===== config.mk =====
export PLATFORM = sky130hd
export DESIGN_NAME = rtc_prescaler_counter_alarm
export DESIGN_NICKNAME = d
export VERILOG_FILES = /design/src/rtc_pkg.sv /design/src/rtc_counter.sv /design/src/rtc_prescaler_counter_alarm.sv
export SDC_FILE = /design/constraint.sdc
export NUM_CORES = 1
export LEC_CHECK = 0
export BUFFER_PORTS_ARGS = -buffer_cell sky130_fd_sc_hd__buf_2
export CAP_MARGIN = 25
export CORE_MARGIN = 5
export CORE_UTILIZATION = 50
export DETAILED_ROUTE_END_ITERATION = 10
export PLACE_DENSITY_LB_ADDON = 0.08
export SLEW_MARGIN = 5
export SYNTH_ARGS = -nofsm -noshare
export SYNTH_HDL_FRONTEND = slang
export SYNTH_HIERARCHICAL = 1
export SYNTH_SLANG_ARGS = --single-unit

===== constraint.sdc =====
create_clock -name sys_clk_in -period 2.8 [get_ports sys_clk_in]
set_clock_uncertainty 0.15 [all_clocks]
set_input_delay 0.42 -clock sys_clk_in [delete_from_list [all_inputs] [get_ports sys_clk_in]]
set_output_delay 0.42 -clock sys_clk_in [all_outputs]
set_load 0.005 [all_outputs]

===== src/rtc_pkg.sv =====
// constants for the real-time clock block: register map, fields, widths
// assumes a 16-bit internal peripheral bus with word addresses
package rtc_pkg;

  // bus shape
  localparam int ADDR_W = 16;
  localparam int DATA_W = 16;

  // register offsets on the internal peripheral bus
  localparam logic [15:0] OFF_CTRL = 16'hec00;
  localparam logic [15:0] OFF_PRESCALER_LOW = 16'hec06;
  localparam logic [15:0] OFF_PRESCALER_HIGH = 16'hec08;
  localparam logic [15:0] OFF_DIVIDER_LOW = 16'hec0a;
  localparam logic [15:0] OFF_DIVIDER_HIGH = 16'hec0c;
  localparam logic [15:0] OFF_TIME_COUNTER_LOW = 16'hec0e;
  localparam logic [15:0] OFF_TIME_COUNTER_HIGH = 16'hec10;
  localparam logic [15:0] OFF_ALARM_LOW = 16'hec12;
  localparam logic [15:0] OFF_ALARM_HIGH = 16'hec14;

  // control register fields
  localparam int BIT_SWITCH_OFF = 7;
  localparam int BIT_ALARM_ENABLE = 3;
  localparam int BIT_ALARM_FLAG = 2;
  localparam int BIT_TICK_ENABLE = 1;
  localparam int BIT_TICK_FLAG = 0;

  // counter chain widths: 6 + 20 + 32 = 58
  localparam int PREDIV_W = 6;
  localparam int DIV_W = 20;
  localparam int DIV_HIGH_W = 4;
  localparam int DIV_LOW_W = 16;
  localparam int TIME_W = 32;
  localparam int HALF_W = 16;
  localparam int TIMEBASE_W = PREDIV_W + DIV_W + TIME_W;

  // fast interrupt lines
  localparam int FIRQ_W = 4;
  localparam int FIRQ_TICK = 2;
  localparam int FIRQ_ALARM = 3;

  // reset values of the power-on reset
  localparam logic [15:0] CTRL_RESET = 16'h0000;
  localparam logic [19:0] PRESCALER_RESET = 20'h00000;
  localparam logic [31:0] TIME_RESET = 32'h00000000;
  localparam logic [31:0] ALARM_RESET = 32'h00000000;
  localparam logic [15:0] RDATA_RESET = 16'h0000;

endpackage


===== src/rtc_counter.sv =====
// loadable up-counter used for each stage of the clock chain
// assumes load and increment come from logic on the same clock
`timescale 1ns/100ps
module rtc_counter #(
  parameter int WIDTH = 8
) (
  input wire logic sys_clk_in, // block clock
  input wire logic nrst_in, // power-on reset, active low
  input wire logic load_in, // load has priority over count
  input wire logic [WIDTH-1:0] load_val_in, // value to load
  input wire logic inc_in, // advance by one
  output logic [WIDTH-1:0] count_out, // current count
  output logic at_max_out // count is all ones
);

  logic [WIDTH-1:0] count_q;
  logic [WIDTH-1:0] count_d;

  // all ones rolls over to zero on the next increment
  always_comb begin
    count_d = count_q;
    if (load_in) begin
      count_d = load_val_in;
    end else if (inc_in) begin
      count_d = count_q + {{(WIDTH-1){1'b0}}, 1'b1};
    end
  end

  always_ff @(posedge sys_clk_in or negedge nrst_in) begin
    if (!nrst_in) begin
      count_q <= '0;
    end else begin
      count_q <= count_d;
    end
  end

  assign count_out = count_q;
  assign at_max_out = &count_q;

endmodule // rtc_counter


===== src/rtc_prescaler_counter_alarm.sv =====
// real-time clock: fixed predivider, reloadable divider, time counter
// and alarm compare, with registers on the internal peripheral bus
// assumes bus strobes and power-down status come from same-clock logic
`timescale 1ns/100ps
module rtc_prescaler_counter_alarm (
  input wire logic sys_clk_in, // processor clock, 10 MHz
  input wire logic nrst_in, // power-on reset, active low
  input wire logic [15:0] bus_addr_in, // bus word address
  input wire logic bus_wr_in, // write strobe, one cycle
  input wire logic bus_rd_in, // read strobe, one cycle
  input wire logic [15:0] bus_wdata_in, // write data
  output logic [15:0] bus_rdata_out, // read data, next cycle
  input wire logic powerdown_in, // chip is in power down
  input wire logic powerdown_config_bit_in, // wakeup allowed
  output logic tick_request_out, // tick flag
  output logic alarm_request_out, // alarm flag
  output logic [3:0] fast_irq_out, // fast external interrupt lines
  output logic wakeup_out, // leave power down
  output logic osc_stop_out, // stop oscillator
  output logic [57:0] time_base_out // full chained count
);

  // control register state
  logic switch_off_q;
  logic switch_off_d;
  logic alarm_enable_q;
  logic alarm_enable_d;
  logic alarm_flag_q;
  logic alarm_flag_d;
  logic tick_enable_q;
  logic tick_enable_d;
  logic tick_flag_q;
  logic tick_flag_d;

  // prescaler value, alarm value
  logic [19:0] prescaler_value_q;
  logic [19:0] prescaler_value_d;
  logic [31:0] alarm_q;
  logic [31:0] alarm_d;

  // output flops, and the flop holding the last alarm match
  logic [15:0] rdata_q;
  logic [15:0] rdata_d;
  logic [3:0] firq_q;
  logic [3:0] firq_d;
  logic wakeup_q;
  logic wakeup_d;
  logic osc_stop_q;
  logic osc_stop_d;
  logic match_q;

  // counter chain
  logic run;
  logic [5:0] prediv_count;
  logic prediv_max;
  logic prediv_tick;
  logic [19:0] divider_count;
  logic divider_max;
  logic basic_tick;
  logic divider_load;
  logic [19:0] divider_load_val;
  logic [31:0] time_count;
  logic time_load;
  logic [31:0] time_load_val;

  // address decode
  logic sel_ctrl;
  logic sel_pre_low;
  logic sel_pre_high;
  logic sel_div_low;
  logic sel_div_high;
  logic sel_tc_low;
  logic sel_tc_high;
  logic sel_al_low;
  logic sel_al_high;
  logic wr_ctrl;
  logic wr_pre_low;
  logic wr_pre_high;
  logic wr_tc_low;
  logic wr_tc_high;
  logic wr_al_low;
  logic wr_al_high;
  logic unlocked;

  assign sel_ctrl = bus_addr_in == rtc_pkg::OFF_CTRL;
  assign sel_pre_low = bus_addr_in == rtc_pkg::OFF_PRESCALER_LOW;
  assign sel_pre_high = bus_addr_in == rtc_pkg::OFF_PRESCALER_HIGH;
  assign sel_div_low = bus_addr_in == rtc_pkg::OFF_DIVIDER_LOW;
  assign sel_div_high = bus_addr_in == rtc_pkg::OFF_DIVIDER_HIGH;
  assign sel_tc_low = bus_addr_in == rtc_pkg::OFF_TIME_COUNTER_LOW;
  assign sel_tc_high = bus_addr_in == rtc_pkg::OFF_TIME_COUNTER_HIGH;
  assign sel_al_low = bus_addr_in == rtc_pkg::OFF_ALARM_LOW;
  assign sel_al_high = bus_addr_in == rtc_pkg::OFF_ALARM_HIGH;

  // writes to the running chain would tear the count, so they are
  // dropped silently unless the block is switched off
  assign unlocked = switch_off_q;
  assign wr_ctrl = bus_wr_in && sel_ctrl;
  assign wr_pre_low = bus_wr_in && sel_pre_low && unlocked;
  assign wr_pre_high = bus_wr_in && sel_pre_high && unlocked;
  assign wr_tc_low = bus_wr_in && sel_tc_low && unlocked;
  assign wr_tc_high = bus_wr_in && sel_tc_high && unlocked;
  assign wr_al_low = bus_wr_in && sel_al_low;
  assign wr_al_high = bus_wr_in && sel_al_high;

  // counter chain
  // runs on the processor clock in every power mode; only the
  // switch-off bit halts it
  assign run = !switch_off_q;

  rtc_counter #(
    .WIDTH(rtc_pkg::PREDIV_W)
  ) u_prediv (
    .sys_clk_in(sys_clk_in),
    .nrst_in(nrst_in),
    .load_in(1'b0),
    .load_val_in('0),
    .inc_in(run),
    .count_out(prediv_count),
    .at_max_out(prediv_max)
  );

  // one pulse every 64 clocks
  assign prediv_tick = run && prediv_max;

  // divider counts up; all ones at a predivider pulse ends the period and reloads
  assign basic_tick = prediv_tick && divider_max;
  // a prescaler write also reaches the divider straight away
  assign divider_load = basic_tick || wr_pre_low || wr_pre_high;
  assign divider_load_val = prescaler_value_d;

  rtc_counter #(
    .WIDTH(rtc_pkg::DIV_W)
  ) u_divider (
    .sys_clk_in(sys_clk_in),
    .nrst_in(nrst_in),
    .load_in(divider_load),
    .load_val_in(divider_load_val),
    .inc_in(prediv_tick),
    .count_out(divider_count),
    .at_max_out(divider_max)
  );

  // a half write keeps the other half of the running value
  assign time_load = wr_tc_low || wr_tc_high;
  assign time_load_val = wr_tc_high ?
    {bus_wdata_in, time_count[15:0]} :
    {time_count[31:16], bus_wdata_in};

  // natural roll-over of the adder gives all ones to zero
  rtc_counter #(
    .WIDTH(rtc_pkg::TIME_W)
  ) u_time (
    .sys_clk_in(sys_clk_in),
    .nrst_in(nrst_in),
    .load_in(time_load),
    .load_val_in(time_load_val),
    .inc_in(basic_tick),
    .count_out(time_count),
    .at_max_out()
  );

  // next values of bus-written registers
  always_comb begin
    prescaler_value_d = prescaler_value_q;
    if (wr_pre_low) begin
      prescaler_value_d[15:0] = bus_wdata_in;
    end
    if (wr_pre_high) begin
      prescaler_value_d[19:16] = bus_wdata_in[3:0];
    end
  end

  always_comb begin
    alarm_d = alarm_q;
    if (wr_al_low) begin
      alarm_d[15:0] = bus_wdata_in;
    end
    if (wr_al_high) begin
      alarm_d[31:16] = bus_wdata_in;
    end
  end

  // alarm compare and request flags
  logic match_now;
  logic match_event;
  logic tick_set;
  logic alarm_set;

  assign match_now = time_count == alarm_q;
  // only a fresh equality counts, so a held match fires once
  assign match_event = match_now && !match_q;
  assign tick_set = basic_tick && tick_enable_q;
  assign alarm_set = match_event && alarm_enable_q;

  always_comb begin
    switch_off_d = switch_off_q;
    alarm_enable_d = alarm_enable_q;
    tick_enable_d = tick_enable_q;
    alarm_flag_d = alarm_flag_q;
    tick_flag_d = tick_flag_q;
    if (wr_ctrl) begin
      switch_off_d = bus_wdata_in[rtc_pkg::BIT_SWITCH_OFF];
      alarm_enable_d = bus_wdata_in[rtc_pkg::BIT_ALARM_ENABLE];
      tick_enable_d = bus_wdata_in[rtc_pkg::BIT_TICK_ENABLE];
      alarm_flag_d = bus_wdata_in[rtc_pkg::BIT_ALARM_FLAG];
      tick_flag_d = bus_wdata_in[rtc_pkg::BIT_TICK_FLAG];
    end
    // a hardware event in the clearing cycle is kept
    if (alarm_set) begin
      alarm_flag_d = 1'b1;
    end
    if (tick_set) begin
      tick_flag_d = 1'b1;
    end
  end

  // read mux
  logic [15:0] ctrl_view;
  logic [15:0] read_word;

  always_comb begin
    ctrl_view = 16'h0000;
    ctrl_view[rtc_pkg::BIT_SWITCH_OFF] = switch_off_q;
    ctrl_view[rtc_pkg::BIT_ALARM_ENABLE] = alarm_enable_q;
    ctrl_view[rtc_pkg::BIT_ALARM_FLAG] = alarm_flag_q;
    ctrl_view[rtc_pkg::BIT_TICK_ENABLE] = tick_enable_q;
    ctrl_view[rtc_pkg::BIT_TICK_FLAG] = tick_flag_q;
  end

  // unmapped addresses read as zero
  always_comb begin
    read_word = 16'h0000;
    case (1'b1)
      sel_ctrl: begin
        read_word = ctrl_view;
      end
      sel_pre_low: begin
        read_word = prescaler_value_q[15:0];
      end
      sel_pre_high: begin
        read_word = {12'h000, prescaler_value_q[19:16]};
      end
      sel_div_low: begin
        read_word = divider_count[15:0];
      end
      sel_div_high: begin
        read_word = {12'h000, divider_count[19:16]};
      end
      sel_tc_low: begin
        read_word = time_count[15:0];
      end
      sel_tc_high: begin
        read_word = time_count[31:16];
      end
      sel_al_low: begin
        read_word = alarm_q[15:0];
      end
      sel_al_high: begin
        read_word = alarm_q[31:16];
      end
      default: begin
        read_word = 16'h0000;
      end
    endcase
  end

  // data holds until the next read strobe
  assign rdata_d = bus_rd_in ? read_word : rdata_q;

  // interrupt lines and power control
  always_comb begin
    firq_d = 4'h0;
    firq_d[rtc_pkg::FIRQ_TICK] = tick_flag_d;
    firq_d[rtc_pkg::FIRQ_ALARM] = alarm_flag_d;
  end

  // either request pulls the chip out, but only if configured to
  assign wakeup_d = powerdown_in && powerdown_config_bit_in &&
    (tick_flag_d || alarm_flag_d);
  assign osc_stop_d = powerdown_in && switch_off_d;

  // flops; nrst_in is the block's own power-on reset, there is no
  // system reset input at all
  always_ff @(posedge sys_clk_in or negedge nrst_in) begin
    if (!nrst_in) begin
      switch_off_q <= rtc_pkg::CTRL_RESET[rtc_pkg::BIT_SWITCH_OFF];
      alarm_enable_q <= rtc_pkg::CTRL_RESET[rtc_pkg::BIT_ALARM_ENABLE];
      alarm_flag_q <= rtc_pkg::CTRL_RESET[rtc_pkg::BIT_ALARM_FLAG];
      tick_enable_q <= rtc_pkg::CTRL_RESET[rtc_pkg::BIT_TICK_ENABLE];
      tick_flag_q <= rtc_pkg::CTRL_RESET[rtc_pkg::BIT_TICK_FLAG];
    end else begin
      switch_off_q <= switch_off_d;
      alarm_enable_q <= alarm_enable_d;
      alarm_flag_q <= alarm_flag_d;
      tick_enable_q <= tick_enable_d;
      tick_flag_q <= tick_flag_d;
    end
  end

  always_ff @(posedge sys_clk_in or negedge nrst_in) begin
    if (!nrst_in) begin
      prescaler_value_q <= rtc_pkg::PRESCALER_RESET;
      alarm_q <= rtc_pkg::ALARM_RESET;
    end else begin
      prescaler_value_q <= prescaler_value_d;
      alarm_q <= alarm_d;
    end
  end

  always_ff @(posedge sys_clk_in or negedge nrst_in) begin
    if (!nrst_in) begin
      match_q <= 1'b0;
      rdata_q <= rtc_pkg::RDATA_RESET;
      firq_q <= 4'h0;
      wakeup_q <= 1'b0;
      osc_stop_q <= 1'b0;
    end else begin
      match_q <= match_now;
      rdata_q <= rdata_d;
      firq_q <= firq_d;
      wakeup_q <= wakeup_d;
      osc_stop_q <= osc_stop_d;
    end
  end

  // outputs, all from flops
  assign bus_rdata_out = rdata_q;
  assign tick_request_out = tick_flag_q;
  assign alarm_request_out = alarm_flag_q;
  assign fast_irq_out = firq_q;
  assign wakeup_out = wakeup_q;
  assign osc_stop_out = osc_stop_q;
  // counter flops concatenated: time, divider, predivider
  assign time_base_out = {time_count, divider_count, prediv_count};

endmodule // rtc_prescaler_counter_alarm


==> summary.txt <==
Critical path
  – Worst path top cell family by delay: simple AND/OR/NAND/NOR gates
  – Largest stage delay on the critical path: 0.40 ns
  – CP Data Arrival Time: 3.01 ns
  – Worst path cell trace: ha_2 > nand3_2 > nor4_4 > and3_4 > and3b_2 > buf_4 > buf_12 > nand4_1 > buf_6 > or4_1 > a31oi_1
  – Worst R2R Path Depth: 11
  – CP max-delay cell: or4_1
  – WP depth: 11
  – CP bufs+invs: 3
  – Kind of critical path: register to register
  – Crit path launch: u_divider/count_out[1]$_DFFE_PN0P_
  – CP max FO: 9
  – R2R Path Start: u_divider/count_out[1]$_DFFE_PN0P_
  – CP startpoint kind: register
  – Critical path endpoint category: register
  – CP required: 2.99 ns

Drt
  – Wire length per cell: 21.7 um
  – Vias: 7647
  – Final ANT Viol Nets: 0
  – DRC viols: 0
  – Initial drt markers: 651
  – First-pass iteration count of the detailed router: 7
  – Total Routed Length: 26900 um
  – Vias per cell: 6.18

STA
  – Final Hold Fails: 0
  – Slew headroom: 64.4%
  – Tmin final: 2.82 ns
  – Slew @ Worst Pin: 0.532 ns
  – RSZ-0062 raised after global routing: yes
  – Fin crit share: 101%
  – Final worst slack: -0.0225 ns
  – Max Freq: 354 MHz
  – Count of final setup violators: 3
  – Setup TNS: -0.0274 ns
  – Max-slew violations: 0

Final layout
  – Diodes inserted: 0
  – Layout area overhead: 24.6%
  – Register Area: 3350 um^2
  – Final core occ: 62.8%
  – Area occupied by multi-input gates: 4700 um^2
  – Share of post-route cells with drive strength above 1: 35.3%
  – # fillers: 1400
  – Final #Nets: 1046

Global route
  – Antenna violations before repair: 0
  – Global Route Usage Sum: 27.4%
  – Largest net degree at the start of global routing: 58
  – First-pass GRT wire length: 41900 um
  – Number of global-route vias before repair: 7345
  – Gr ovfl total: 0

Min path
  – Hold Crit Class: input pin to register
  – HP Start: powerdown_config_bit_in
  – Worst hold path depth: 3

Floorplanning
  – Core area: 16500 um^2
  – Die Wd: 139 um
  – Die Area: 19300 um^2
  – Initial Utilization: 50.4%
  – Ports: 120
  – Row cnt: 47
  – Die Height: 139 um

CTS
  – Num CTS Buffers: 17
  – CTS tree: yes
  – Clk buf depth: 2
  – Clock Latency Late Sink: 0.42 ns
  – CTS H-tree depth: 4
  – Clock-pin slew on the worst setup and hold paths: 0.06 ns
  – CTS sink count: 134
  – Root Buffer: clkbuf_16

Flow run
  – Max-cap violations: 0

Synth
  – Syn_area_per_cell: 10.0 um^2
  – Cell Area, Synth: 8300 um^2
  – YS warnings: 6
  – Post-Syn Instances: 827

Place
  – Final HPWL DP: 20100 um
  – Port Buf Inserts: 117
  – GP Congestion: 0.962

Pwr
  – Pwr/cell area: 452 nW/um^2
  – Worst VDD drop: 0.377 mV
  – LEAKAGE: 4.43 nW

Outcome
  – Failing checks: setup timing
  – Status: finished with violations
-- per-layer routing --
metal / vias to the layer above / track usage (%) / share of wire (%)
li1: 3463 / - / -
met1: 3744 / 38.1 / 43
met2: 392 / 43.4 / 47
met3: 48 / 5.17 / 7.7
met4: 0 / 9.01 / 2.2
met5: - / 0 / 0
-- layout by cell type, fill, tap and decap left out, types with 12 or more instances in the layout --
cell type and n:
nor3_1 12, xnor2_1 39, clkbuf_16 17, a31oi_1 24, o21ai_0 53, buf_4 76, dfrtp_1 134, inv_1 17
buf_2 117, nand3_1 21, nor2_1 34, mux2_2 80, a21oi_1 23, o221ai_1 14, o31ai_1 14, xor2_1 23
nand4_1 24, a22o_1 27, nand2_1 71
-- metrics by stage --
stage               cells  instance area (um^2)  worst slack, ns  power [mW]  hold WS [ns]
floorplan             836                  8350          0.00241        2.17       -0.0256
global placement     1195                  9580           0.0881        2.38         0.253
detailed placement   1195                  9580          0.00833        2.39         0.259
CTS                  1227                 10200          0.00829        4.69        0.0530
global route         1237                 10300           -0.123        4.83        0.0683
finish               1237                 10300          -0.0225        4.67        0.0608
-- tightest hold or removal path, delay by kind of cell --
kind / cells / cell delay, ns
buffers and inverters: 1 / 0.10
and+or+nand+nor: 1 / 0.05
AOI/OAI and AO/OA: 1 / 0.04
-- final cells by class --
type                       count  share of cell area, %
multi-input combinational    631                   45.4
sequential                   134                   32.4
timing repair buffer         204                   13.0
clock buffer                  18                   4.15
tap                          220                   2.66
clock inverter                13                   1.67
inverter                      17                  0.617
-- registers in the layout, indices dropped and copies added (netlist names) --
name and cells:
tick_enable_q 1, u_divider/count_out 20, alarm_enable_q 1, fast_irq_out 2, alarm_q 32, osc_stop_out 1
wakeup_out 1, u_time/count_out 32, u_prediv/count_out 6, bus_rdata_out 16, prescaler_value_q 20, switch_off_q 1
match_q 1
-- worst paths after layout --
check	slack (ns)	to
worst max-delay path	-0.02	u_time/count_out[30]$_DFFE_PN0P_
worst min-delay path	0.06	wakeup_out$_DFF_PN0_
worst max register to register	-0.02	u_time/count_out[30]$_DFFE_PN0P_
worst min register to register	0.36	bus_rdata_out[2]$_DFFE_PN0P_
max in group asynchronous	1.41	u_time/count_out[3]$_DFFE_PN0P_
min in group asynchronous	0.37	osc_stop_out$_DFF_PN0_
-- power breakdown --
group / total, mW / internal, mW / leakage (nW) / switching, mW
combinational: 0.359 / 0.143 / 2.49 / 0.216
sequential: 2.01 / 1.97 / 1.66 / 0.0346
clock: 2.31 / 1.41 / 0.285 / 0.897
-- what timing repair did --
item                       in CTS  in global routing
gates resized for setup         2                 12
cloned                          0                  1
setup endpoints to repair       1                 18
pin swaps                       0                  7
hold endpoints to repair       54                  0
buffers inserted                0                  9
hold buffers                    1                  0
Note: power is estimated with default switching activity, not from simulation.
